## src/shared/asc_pkg.sv

```systemverilog
// Shared constants and types for the asynchronous SRAM port controller.
// Assumes a single 25 MHz core clock and a 32K x 8 asynchronous SRAM on the pins.
package asc_pkg;
	localparam int ADDR_W = 15;
	localparam int DATA_W = 8;
	localparam int CLK_PERIOD_NS = 40;
	localparam int GRADES = 3;
	localparam int CNT_W = 4;
	// Speed grade index 0, 1, 2 stands for the 70, 85 and 100 ns parts.
	localparam int T_RC_NS [GRADES] = '{70, 85, 100};
	localparam int T_AA_NS [GRADES] = '{70, 85, 100};
	localparam int T_ACS_NS [GRADES] = '{70, 85, 100};
	localparam int T_OE_NS [GRADES] = '{40, 45, 50};
	localparam int T_OH_NS [GRADES] = '{5, 5, 10};
	localparam int T_WC_NS [GRADES] = '{70, 85, 100};
	localparam int T_CW_NS [GRADES] = '{65, 75, 80};
	localparam int T_AW_NS [GRADES] = '{65, 75, 80};
	localparam int T_WP_NS [GRADES] = '{60, 60, 70};
	localparam int T_DW_NS [GRADES] = '{40, 40, 40};
	localparam int T_WR_NS [GRADES] = '{0, 0, 0};
	localparam int T_OHZ_NS [GRADES] = '{35, 35, 45};
	localparam int T_CHZ_NS [GRADES] = '{35, 35, 45};

	// Least times round up to whole cycles, never below one cycle.
	function automatic int cyc_min(input int ns);
		return (ns <= CLK_PERIOD_NS) ? 1 : (ns + CLK_PERIOD_NS - 1) / CLK_PERIOD_NS;
	endfunction : cyc_min

	function automatic int max2(input int a, input int b);
		return (a > b) ? a : b;
	endfunction : max2

	typedef enum logic [1:0]
	{
		ASC_IDLE = 2'h0,
		ASC_STROBE = 2'h1,
		ASC_HOLD = 2'h3,
		ASC_TURN = 2'h2
	} asc_state_e;

	typedef struct packed
	{
		logic write;
		logic [ADDR_W-1:0] addr;
		logic [DATA_W-1:0] wdata;
	} asc_req_s;

	typedef struct packed
	{
		logic [ADDR_W-1:0] addr;
		logic cs_n;
		logic oe_n;
		logic we_n;
		logic [DATA_W-1:0] dq_out;
		logic dq_oe;
	} asc_pins_s;

	localparam asc_pins_s PINS_RESET = '{addr: 15'h0000, cs_n: 1'h1, oe_n: 1'h1, we_n: 1'h1,
		dq_out: 8'h00, dq_oe: 1'h0};
endpackage : asc_pkg

```

## src/verilog/asc_timer.sv

```systemverilog
// Phase timer: a loadable down counter that reports when it has reached zero.
// Assumes the loader only loads while the previous phase has finished.
module asc_timer
	import asc_pkg::*;
#(
	parameter int W = CNT_W
)
(
	input wire logic core_clk,
	input wire logic srst,
	input wire logic load,
	input wire logic [W-1:0] load_val,
	output logic done
);
	logic [W-1:0] cnt_reg;
	logic [W-1:0] cnt_next;

	if (W < 1)
	begin : g_chk
		$error("asc_timer: width must be at least one bit");
	end

	always_comb
	begin
		cnt_next = cnt_reg;
		if (load)
		begin
			cnt_next = load_val;
		end
		else if (cnt_reg != '0)
		begin
			cnt_next = cnt_reg - W'(1);
		end
	end

	always_ff @(posedge core_clk)
	begin
		if (srst)
		begin
			cnt_reg <= '0;
		end
		else
		begin
			cnt_reg <= cnt_next;
		end
	end

	assign done = (cnt_reg == '0);
endmodule : asc_timer

```

## src/verilog/asc_ctrl.sv

```systemverilog
// Host-side controller for a 32K x 8 asynchronous SRAM with a shared data bus.
// Assumes pins are registered here and dq_in is sampled as synchronous to core_clk.
// The pad combines dq_out and dq_oe into the real bidirectional wire.

module asc_ctrl
	import asc_pkg::*;
#(
	parameter int GRADE = 0
)
(
	input wire logic core_clk,
	input wire logic srst,
	input wire logic req_valid,
	output logic req_ready,
	input wire asc_req_s req,
	output logic resp_valid,
	output logic [DATA_W-1:0] resp_data,
	output asc_pins_s pins,
	input wire logic [DATA_W-1:0] dq_in
);
	if (GRADE < 0 || GRADE >= GRADES)
	begin : g_chk_grade
		$error("asc_ctrl: speed grade index out of range");
	end

	// Read strobe length covers address, select and enable access and the read cycle.
	localparam int N_ACC = cyc_min(max2(max2(T_AA_NS[GRADE], T_ACS_NS[GRADE]),
		max2(T_OE_NS[GRADE], T_RC_NS[GRADE])));
	localparam int N_WP = cyc_min(max2(max2(T_WP_NS[GRADE], T_CW_NS[GRADE]),
		max2(T_AW_NS[GRADE], T_DW_NS[GRADE])));
	localparam int N_WREC = max2(max2(1, cyc_min(T_WR_NS[GRADE])), cyc_min(T_WC_NS[GRADE]) - N_WP);
	localparam int N_TURN = max2(cyc_min(T_OHZ_NS[GRADE]), cyc_min(T_CHZ_NS[GRADE]));

	if (N_ACC > (1 << CNT_W) || N_WP > (1 << CNT_W) || N_WREC > (1 << CNT_W)
		|| N_TURN > (1 << CNT_W))
	begin : g_chk_cnt
		$error("asc_ctrl: phase counts do not fit the timer");
	end

	localparam logic [CNT_W-1:0] LD_ACC = CNT_W'(N_ACC - 1);
	localparam logic [CNT_W-1:0] LD_WP = CNT_W'(N_WP - 1);
	localparam logic [CNT_W-1:0] LD_WREC = CNT_W'(N_WREC - 1);
	localparam logic [CNT_W-1:0] LD_TURN = CNT_W'(N_TURN - 1);

	asc_state_e state_reg;
	asc_state_e state_next;
	asc_pins_s pins_reg;
	asc_pins_s pins_next;
	logic wr_reg;
	logic wr_next;
	logic [DATA_W-1:0] rdata_reg;
	logic [DATA_W-1:0] rdata_next;
	logic rvalid_reg;
	logic rvalid_next;
	logic tmr_load;
	logic [CNT_W-1:0] tmr_val;
	logic tmr_done;

	asc_timer #(.W(CNT_W)) u_timer
	(
		.core_clk(core_clk),
		.srst(srst),
		.load(tmr_load),
		.load_val(tmr_val),
		.done(tmr_done)
	);

	always_comb
	begin
		state_next = state_reg;
		pins_next = pins_reg;
		wr_next = wr_reg;
		rdata_next = rdata_reg;
		rvalid_next = 1'h0;
		tmr_load = 1'h0;
		tmr_val = '0;
		unique case (state_reg)
			ASC_IDLE:
			begin
				if (req_valid)
				begin
					pins_next.addr = req.addr;
					pins_next.cs_n = 1'h0;
					wr_next = req.write;
					tmr_load = 1'h1;
					state_next = ASC_STROBE;
					if (req.write)
					begin
						// Select and write fall together, so the part never drives here.
						pins_next.we_n = 1'h0;
						pins_next.dq_out = req.wdata;
						pins_next.dq_oe = 1'h1;
						tmr_val = LD_WP;
					end
					else
					begin
						pins_next.oe_n = 1'h0;
						tmr_val = LD_ACC;
					end
				end
			end
			ASC_STROBE:
			begin
				if (tmr_done)
				begin
					// Select, output enable and write strobes all rise together and end the write pulse or the read strobe.
					pins_next.cs_n = 1'h1;
					pins_next.oe_n = 1'h1;
					pins_next.we_n = 1'h1;
					tmr_load = 1'h1;
					if (wr_reg)
					begin
						tmr_val = LD_WREC;
						state_next = ASC_HOLD;
					end
					else
					begin
						rdata_next = dq_in;
						rvalid_next = 1'h1;
						tmr_val = LD_TURN;
						state_next = ASC_TURN;
					end
				end
			end
			ASC_HOLD:
			begin
				if (tmr_done)
				begin
					// Data and address stay past the strobe edge for a safe hold.
					pins_next.dq_oe = 1'h0;
					state_next = ASC_IDLE;
				end
			end
			ASC_TURN:
			begin
				// The part may still drive the bus until its release time passes.
				if (tmr_done)
				begin
					state_next = ASC_IDLE;
				end
			end
		endcase
	end

	always_ff @(posedge core_clk)
	begin
		if (srst)
		begin
			state_reg <= ASC_IDLE;
			pins_reg <= PINS_RESET;
			wr_reg <= 1'h0;
			rdata_reg <= '0;
			rvalid_reg <= 1'h0;
		end
		else
		begin
			state_reg <= state_next;
			pins_reg <= pins_next;
			wr_reg <= wr_next;
			rdata_reg <= rdata_next;
			rvalid_reg <= rvalid_next;
		end
	end

	assign req_ready = (state_reg == ASC_IDLE);
	assign resp_valid = rvalid_reg;
	assign resp_data = rdata_reg;
	assign pins = pins_reg;

	// Helper counter for the length of the current read strobe.
	logic [CNT_W:0] rd_len_reg;
	always_ff @(posedge core_clk)
	begin
		if (srst || pins_reg.oe_n)
		begin
			rd_len_reg <= '0;
		end
		else
		begin
			rd_len_reg <= rd_len_reg + (CNT_W+1)'(1);
		end
	end
endmodule : asc_ctrl

```

## config.mk

```make
export PLATFORM = sky130hd
export DESIGN_NAME = asc_ctrl
export DESIGN_NICKNAME = d
export VERILOG_FILES = /design/src/shared/asc_pkg.sv /design/src/verilog/asc_timer.sv /design/src/verilog/asc_ctrl.sv
export SDC_FILE = /design/constraint.sdc
export NUM_CORES = 1
export LEC_CHECK = 0
export BUFFER_PORTS_ARGS = -buffer_cell sky130_fd_sc_hd__buf_2
export CELL_PAD_IN_SITES_DETAIL_PLACEMENT = 1
export CELL_PAD_IN_SITES_GLOBAL_PLACEMENT = 2
export CORE_ASPECT_RATIO = 0.7
export CORE_MARGIN = 2
export CORE_UTILIZATION = 28
export DETAILED_ROUTE_END_ITERATION = 10
export PLACE_DENSITY = 0.86
export SLEW_MARGIN = 20
export SYNTH_ARGS = -nofsm -noshare
export SYNTH_HDL_FRONTEND = slang
export SYNTH_SLANG_ARGS = --single-unit
export TNS_END_PERCENT = 50
```

## constraint.sdc

```tcl
create_clock -name core_clk -period 3.1 [get_ports core_clk]
set_input_delay 0 -clock core_clk [delete_from_list [all_inputs] [get_ports core_clk]]
set_output_delay 0 -clock core_clk [all_outputs]
set_load 0.02 [all_outputs]
```

==> results of run 1 <==
==> logic make-up (layout without fill, tap and decap cells) <==
kind of cell / Yosys count / after routing / share of synthesized area (%)
and+or+nand+nor: 92 / 92 / 27.4
DFF: 43 / 43 / 51.4
AOI/OAI and AO/OA: 32 / 32 / 10.4
buffers and inverters: 15 / 112 / 4.11
muxes: 9 / 9 / 5.38
adders and majority gates: 1 / 1 / 0.747
xor gates and xnor gates: 1 / 1 / 0.523
==> power breakdown <==
part	internal, mW	total (mW)	switching [mW]
Sequential	0.629	0.686	0.0571
Combinational	0.200	0.483	0.284
Clock	0.150	0.320	0.170
Total	0.979	1.49	0.511
==> final cells by class <==
class                      instances  area, um2  share of cell area [%]
sequential                        43        861                    35.0
inverter                           2       7.51                   0.305
clock buffer                       6       72.6                    2.95
timing repair buffer             104        681                    27.7
tap                               75       93.8                    3.81
multi-input combinational        135        744                    30.3
==> routing by layer <==
| layer | vias up | wire [um] | share of wire [%] |
|---|---|---|---|
| met3 | 4 | 330 | 7.1 |
| met4 | 0 | 26 | 0.56 |
| met2 | 52 | 2120 | 45 |
| met5 | - | 0 | 0 |
| met1 | 740 | 2190 | 47 |
| li1 | 833 | - | - |
==> Yosys cell counts (all sizes together) <==
cell type	count	area share, %
nor2b	2	0.75
nor4	1	0.37
nor4bb	1	0.60
nand4bb	1	0.67
inv	2	0.45
nor3b	2	1.2
nand2b	18	6.7
a2bb2oi	1	0.52
or2b	1	0.45
mux2i	9	5.4
clkbuf	7	1.6
o21ai	1	0.30
a211oi	2	0.90
xnor2	1	0.52
buf	6	2.1
or3b	2	1.0
a311oi	1	0.52
nand3	2	0.60
nor3	3	1.6
nand2	54	12
ha	1	0.75
nor2	4	0.90
nand3b	1	0.45
a21oi	26	7.8
a31oi	1	0.37
dfxtp	43	51
==> cells in the final DEF (no fill, tap or decap) <==
cell type and instances:
clkbuf_8 5, buf_4 2, nor3_1 2, nand2b_1 18, clkbuf_1 1, nand3b_1 1
nor3_4 1, o21ai_0 1, a31oi_1 1, nand4bb_1 1, nor3b_2 1, inv_1 2
a2bb2oi_1 1, nor3b_1 1, a211oi_1 2, buf_2 71, nor2_1 4, dfxtp_1 43
nand2_1 54, nand3_1 2, or2b_1 1, dlygate4sd3_1 31, ha_1 1, nor4bb_1 1
xnor2_1 1, nor2b_1 2, a311oi_1 1, nor4_1 1, a21oi_1 26, or3b_1 2
mux2i_1 9
==> path summary, 6_finish.rpt <==
check	from	to	slack (ns)	cells past startpoint
setup / recovery	u_timer.cnt_reg[0]$_SDFFE_PP0P_	resp_data[7]$_SDFFE_PP0P_	1.19	5
hold / removal	req[23]	pins[10]$_SDFFE_PP1P_	0.1	4
setup reg to reg	u_timer.cnt_reg[0]$_SDFFE_PP0P_	resp_data[7]$_SDFFE_PP0P_	1.19	5
hold reg to reg	pins[11]$_SDFFE_PP1P_	pins[11]$_SDFFE_PP1P_	0.44	2
==> per-stage QoR <==
stage	total power, mW	cells	utilization (%)
floorplan	1.03	193	-
global placement	1.14	328	36.1
detailed placement	1.16	328	36.1
CTS	1.52	365	42.7
global route	1.59	365	42.7
finish	1.49	365	42.7
==> repair_timing <==
item / 4_1_cts / 5_1_grt
hold buffers: 31 / 0
endpoints found under the hold margin: 31 / 0
gates resized for setup: 0 / 0
==> worst register-to-register path: stages, from the launching register on <==
cell and delay, ns:
dfxtp_1 0.33, inv_1 0.08, ha_1 0.20, or3b_1 0.48
nor3_4 0.49, mux2i_1 0.26
==> key figures, run 1 <==
Logic synthesis
  • Count of cell types in the netlist: 30
  • Post-Syn Area: 1670 um2
  • Avg Cell Area, Syn: 8.67 um2
  • Synth warn: 0
  • Post-synthesis sequential area ratio: 51.4%
  • Syn nets: 229
  • #FFs+latches synth: 43
  • Syn Inst Count: 193

Power and ir drop
  • Leak pwr: 1.08 nW
  • PwrDens: 606 nW/um2
  • Max rail drop VDD: 0.250 mV

STA
  • Final setup violation count: 0
  • Max Freq: 525 MHz
  • Slew HR: 46.2%
  • Skew final: 0.00463 ns
  • Final worst setup slack: 1.19 ns
  • Slew Viols, Final: 0
  • Setup_tns: 0 ns
  • WHS: 0.100 ns
  • Tcrit/Tclk final: 61.5%
  • Fin. Hold Viols: 0
  • RSZ-0062 raised after global routing: false
  • Slew @ Worst Pin: 0.806 ns
  • Min cycle time layout: 1.91 ns

CTS
  • Clock Sink Count: 43
  • Clk_lat worst skew: 0.28 ns
  • H-tree depth: 2
  • TritonCTS clock tree: yes
  • Reg clk slew, reported paths: 0.08 ns
  • Bufs on Longest Clock Path: 2
  • Post-CTS setup buffers: 0
  • Clock buffer count from CTS: 5
  • Clock root buffer: clkbuf_8

GRT
  • GRT Overall Usage: 14.1%
  • Grt ovf: 0
  • Largest net degree at the start of global routing: 50
  • Vias in the first global route: 1,574
  • M2 GR Usage: 25.1%
  • GRT met3 Usage: 4.46%
  • M1 GR Usage: 17.0%
  • GRT Max-Usage Layer: met2
  • First-pass GRT wire length: 7160 um
  • Initial antenna violation count: 0

Floorplanning
  • Starting Density: 29.1%
  • Height of the die: 68.7 um
  • Core area: 5760 um2
  • Row cnt: 23
  • Die Wd: 96.4 um
  • Full die area: 6620 um2
  • I/O pin total: 72

Route
  • Drt wl/cell: 12.8 um
  • Post-route ant nets: 0
  • DRC violations left: 0
  • Total vias in the final route: 1,629
  • Via density: 4.46
  • Post-Route WL: 4670 um
  • DR iter-0 viols: 34
  • TritonRoute pass-1 iters: 3

Layout
  • Fillers: 705
  • Area growth from synthesis to layout: 46.9%
  • # diodes: 0
  • Design area: 2460 um2
  • Layout Nets: 327
  • Max FFs per register: 27
  • Share of cells above drive strength 1: 27.6%

Setup path
  • Crit Path Max Fanout: 8
  • Largest stage delay, worst path: 0.49 ns
  • WP buf/inv: 1
  • Crit end category: flip-flop
  • Slowest-stage cell, CP: nor3_4
  • CP top delay family: simple AND/OR/NAND/NOR gates
  • CP Data Required Time: 3.31 ns
  • Setup CP Type: reg -> reg
  • Worst path cell trace: inv_1 > ha_1 > or3b_1 > nor3_4 > mux2i_1
  • CP Data Arrival Time: 2.12 ns
  • Crit start category: flip-flop

Place
  • Detailed placement HPWL: 3110 um
  • I/O Buffers: 71
  • Worst slack, placed: 1.20 ns
  • Placed inst area: 2080 um2
  • Routability cong.: 0.688

Hold path
  • Hold WC Path Type: in -> reg

Outcome
  • Status: finished, final reports clean

Run
  • MaxCap Viol Count: 0
(Power assumes the default switching activity.)
==> run 2, diff against run 1 <==
Settings changed: CORE_UTILIZATION 28 to 26, PLACE_DENSITY 0.86 to 0.8.
Clock period 3.1 ns to 1.8 ns, I/O delays scaled along.
==> key figures, run 2 (synthesized netlist as in run 1, its figures left out) <==
Route
  • Post-Route WL: 4670 um (+0.13%)
  • Post-route ant nets: 0 (unchanged)
  • Total vias in the final route: 1,655 (+1.6%)
  • DRC violations left: 0 (unchanged)
  • Via density: 4.43 (-0.85%)
  • DR iter-0 viols: 28 (-18%)
  • TritonRoute pass-1 iters: 4 (+1)
  • Drt wl/cell: 12.5 um (-2.3%)

Power and ir drop
  • PwrDens: 1110 nW/um2 (+83%)
  • Max rail drop VDD: 0.410 mV (+64%)
  • Leak pwr: 1.12 nW (+3.9%)

Layout
  • # diodes: 0 (unchanged)
  • Final Util: 41.1% (-1.7 points)
  • Share of cells above drive strength 1: 29.7% (+2.1 points)
  • Most frequent cells in the layout: buf_2 (71), nand2_1 (54), dfxtp_1 (43)
  • Layout Nets: 332 (+1.5%)
  • Design area: 2550 um2 (+3.8%)
  • Area growth from synthesis to layout: 52.5%
  • Most common cell after layout, fill and taps aside: buf_2
  • Max FFs per register: 27 (unchanged)

Setup path
  • Crit start category: flip-flop
  • Slowest-stage cell, CP: or3b_4
  • Crit Path Max Fanout: 8 (unchanged)
  • Largest stage delay, worst path: 0.43 ns (-0.06 ns)
  • CP Data Arrival Time: 1.86 ns (-0.26 ns)
  • R2R cell count: 6 (+1)
  • Setup CP Type: reg -> reg
  • RR Endpoint: resp_data[0]$_SDFFE_PP0P_
  • Reg-to-reg startpoint: u_timer.cnt_reg[0]$_SDFFE_PP0P_
  • R2R setup slack: 0.17 ns (-1.03 ns)
  • Crit end category: flip-flop
  • CP Data Required Time: 2.02 ns (-1.29 ns)
  • Worst path cell trace: inv_1 > ha_1 > or3b_4 > nor3_4 > buf_12 > mux2i_1

GRT
  • Grt ovf: 0 (unchanged)
  • Largest net degree at the start of global routing: 50 (unchanged)
  • Vias in the first global route: 1,725 (+9.6%)
  • Initial antenna violation count: 0 (unchanged)
  • First-pass GRT wire length: 7910 um (+10%)
  • GRT Overall Usage: 13.9% (-0.18 points)

CTS
  • Clock buffer count from CTS: 5 (unchanged)
  • Reg clk slew, reported paths: 0.08 ns (about the same)
  • H-tree depth: 2 (unchanged)
  • Bufs on Longest Clock Path: 2 (unchanged)
  • Post-CTS setup buffers: 0 (unchanged)
  • Clock root buffer: clkbuf_8
  • Clock Sink Count: 43 (unchanged)
  • Clk_lat worst skew: 0.29 ns (about the same)
  • TritonCTS clock tree: yes

STA
  • Skew final: 0.00708 ns (+0.00245 ns)
  • Tcrit/Tclk final: 90.8% (+29 points)
  • Slew Viols, Final: 0 (unchanged)
  • Setup_tns: 0 ns (unchanged)
  • Final setup violation count: 0 (unchanged)
  • WHS: 0.0925 ns (-0.00743 ns)
  • Min cycle time layout: 1.63 ns (-0.271 ns)
  • Slew @ Worst Pin: 0.822 ns (+0.0155 ns)
  • RSZ-0062 raised after global routing: false
  • Slew HR: 45.2% (-1.0 points)
  • Max Freq: 612 MHz (+17%)
  • Final worst setup slack: 0.166 ns (-1.03 ns)
  • Fin. Hold Viols: 0 (unchanged)

Place
  • Worst slack, placed: 0.0984 ns (-1.11 ns)
  • I/O Buffers: 71 (unchanged)
  • Detailed placement HPWL: 3070 um (-1.5%)
  • Routability cong.: 0.666 (-3.2%)
  • Placed inst area: 2140 um2 (+2.9%)

Floorplanning
  • Starting Density: 26.9% (-2.2 points)
  • I/O pin total: 72 (unchanged)
  • Row cnt: 24 (+4.3%)
  • Height of the die: 71.1 um (+3.6%)
  • Core area: 6220 um2 (+8.0%)
  • Full die area: 7110 um2 (+7.3%)
  • Die Wd: 99.9 um (+3.6%)

Outcome
  • Status: finished, final reports clean

Hold path
  • Worst hold path endpoint: pins[10]$_SDFFE_PP1P_
  • Hold WC Path Type: in -> reg
  • Hold Path Cell Cnt: 4 (unchanged)
  • Worst Hold Launch: req[23]

Run
  • MaxCap Viol Count: 0 (unchanged)
## run 2: cell types whose count changed in the layout (fill, tap and decap cells not counted)
cell / change
or3b_4: +1
or3b_1: -1
buf_12: +1
buf_4: +4
nor4bb_1: -1
nor4bb_2: +1
bufinv_16: +1
## run 2: area by class of cell
class | instances | area (um2)
clock buffers | 6 | 72.6
clock inverters | 1 | 30.0
fillers | 747 | 3660
inverters | 2 | 7.51
multi-input cells | 135 | 753
flip-flops and latches | 43 | 861
well taps | 78 | 97.6
repair buffers | 109 | 731
## run 2: worst max path at each step
stage	from	cells after the start	slack, ns	endpoint
2_1_floorplan	u_timer.cnt_reg[0]$_SDFFE_PP0P_	6	0.12	resp_data[0]$_SDFFE_PP0P_
3_3_place_gp	u_timer.cnt_reg[0]$_SDFFE_PP0P_	6	0.17	resp_data[6]$_SDFFE_PP0P_
3_5_place_dp	u_timer.cnt_reg[0]$_SDFFE_PP0P_	6	0.1	resp_data[0]$_SDFFE_PP0P_
4_1_cts	u_timer.cnt_reg[0]$_SDFFE_PP0P_	6	0.09	resp_data[0]$_SDFFE_PP0P_
5_1_grt	u_timer.cnt_reg[0]$_SDFFE_PP0P_	6	0.06	resp_data[6]$_SDFFE_PP0P_
6_report	u_timer.cnt_reg[0]$_SDFFE_PP0P_	6	0.17	resp_data[0]$_SDFFE_PP0P_
## run 2: report_power, final
part | switching, mW | internal (mW) | leakage, nW
combinational | 0.518 | 0.415 | 0.722
sequential | 0.0785 | 1.08 | 0.352
clock | 0.323 | 0.407 | 0.0513
## run 2: routing by layer
layer	vias up	wire (um)	track usage, %
li1	837	-	-
met2	54	2130	23.6
met3	4	343	5.14
met1	760	2170	17.3
met5	-	0	0
met4	0	27	2.28
## run 2: what timing repair did
item | in CTS | in global routing
gates resized for setup | 0 | 1
hold buffers | 31 | 0
hold endpoints to repair | 31 | 0
endpoints found under the setup margin | 0 | 3
## run 2: stage by stage
stage               power [mW]  cells
finish                    2.82    374
global route              3.02    374
CTS                       2.86    374
detailed placement        2.06    336
global placement          2.04    336
floorplan                 1.77    193
## run 2: worst max-delay path: cells and delay by family (launching register included)
| family | cells | cell delay (ns) |
|---|---|---|
| adders and majority gates | 1 | 0.18 |
| buffers and inverters | 2 | 0.23 |
| DFF | 1 | 0.33 |
| muxes | 1 | 0.18 |
| and+or+nand+nor | 2 | 0.64 |
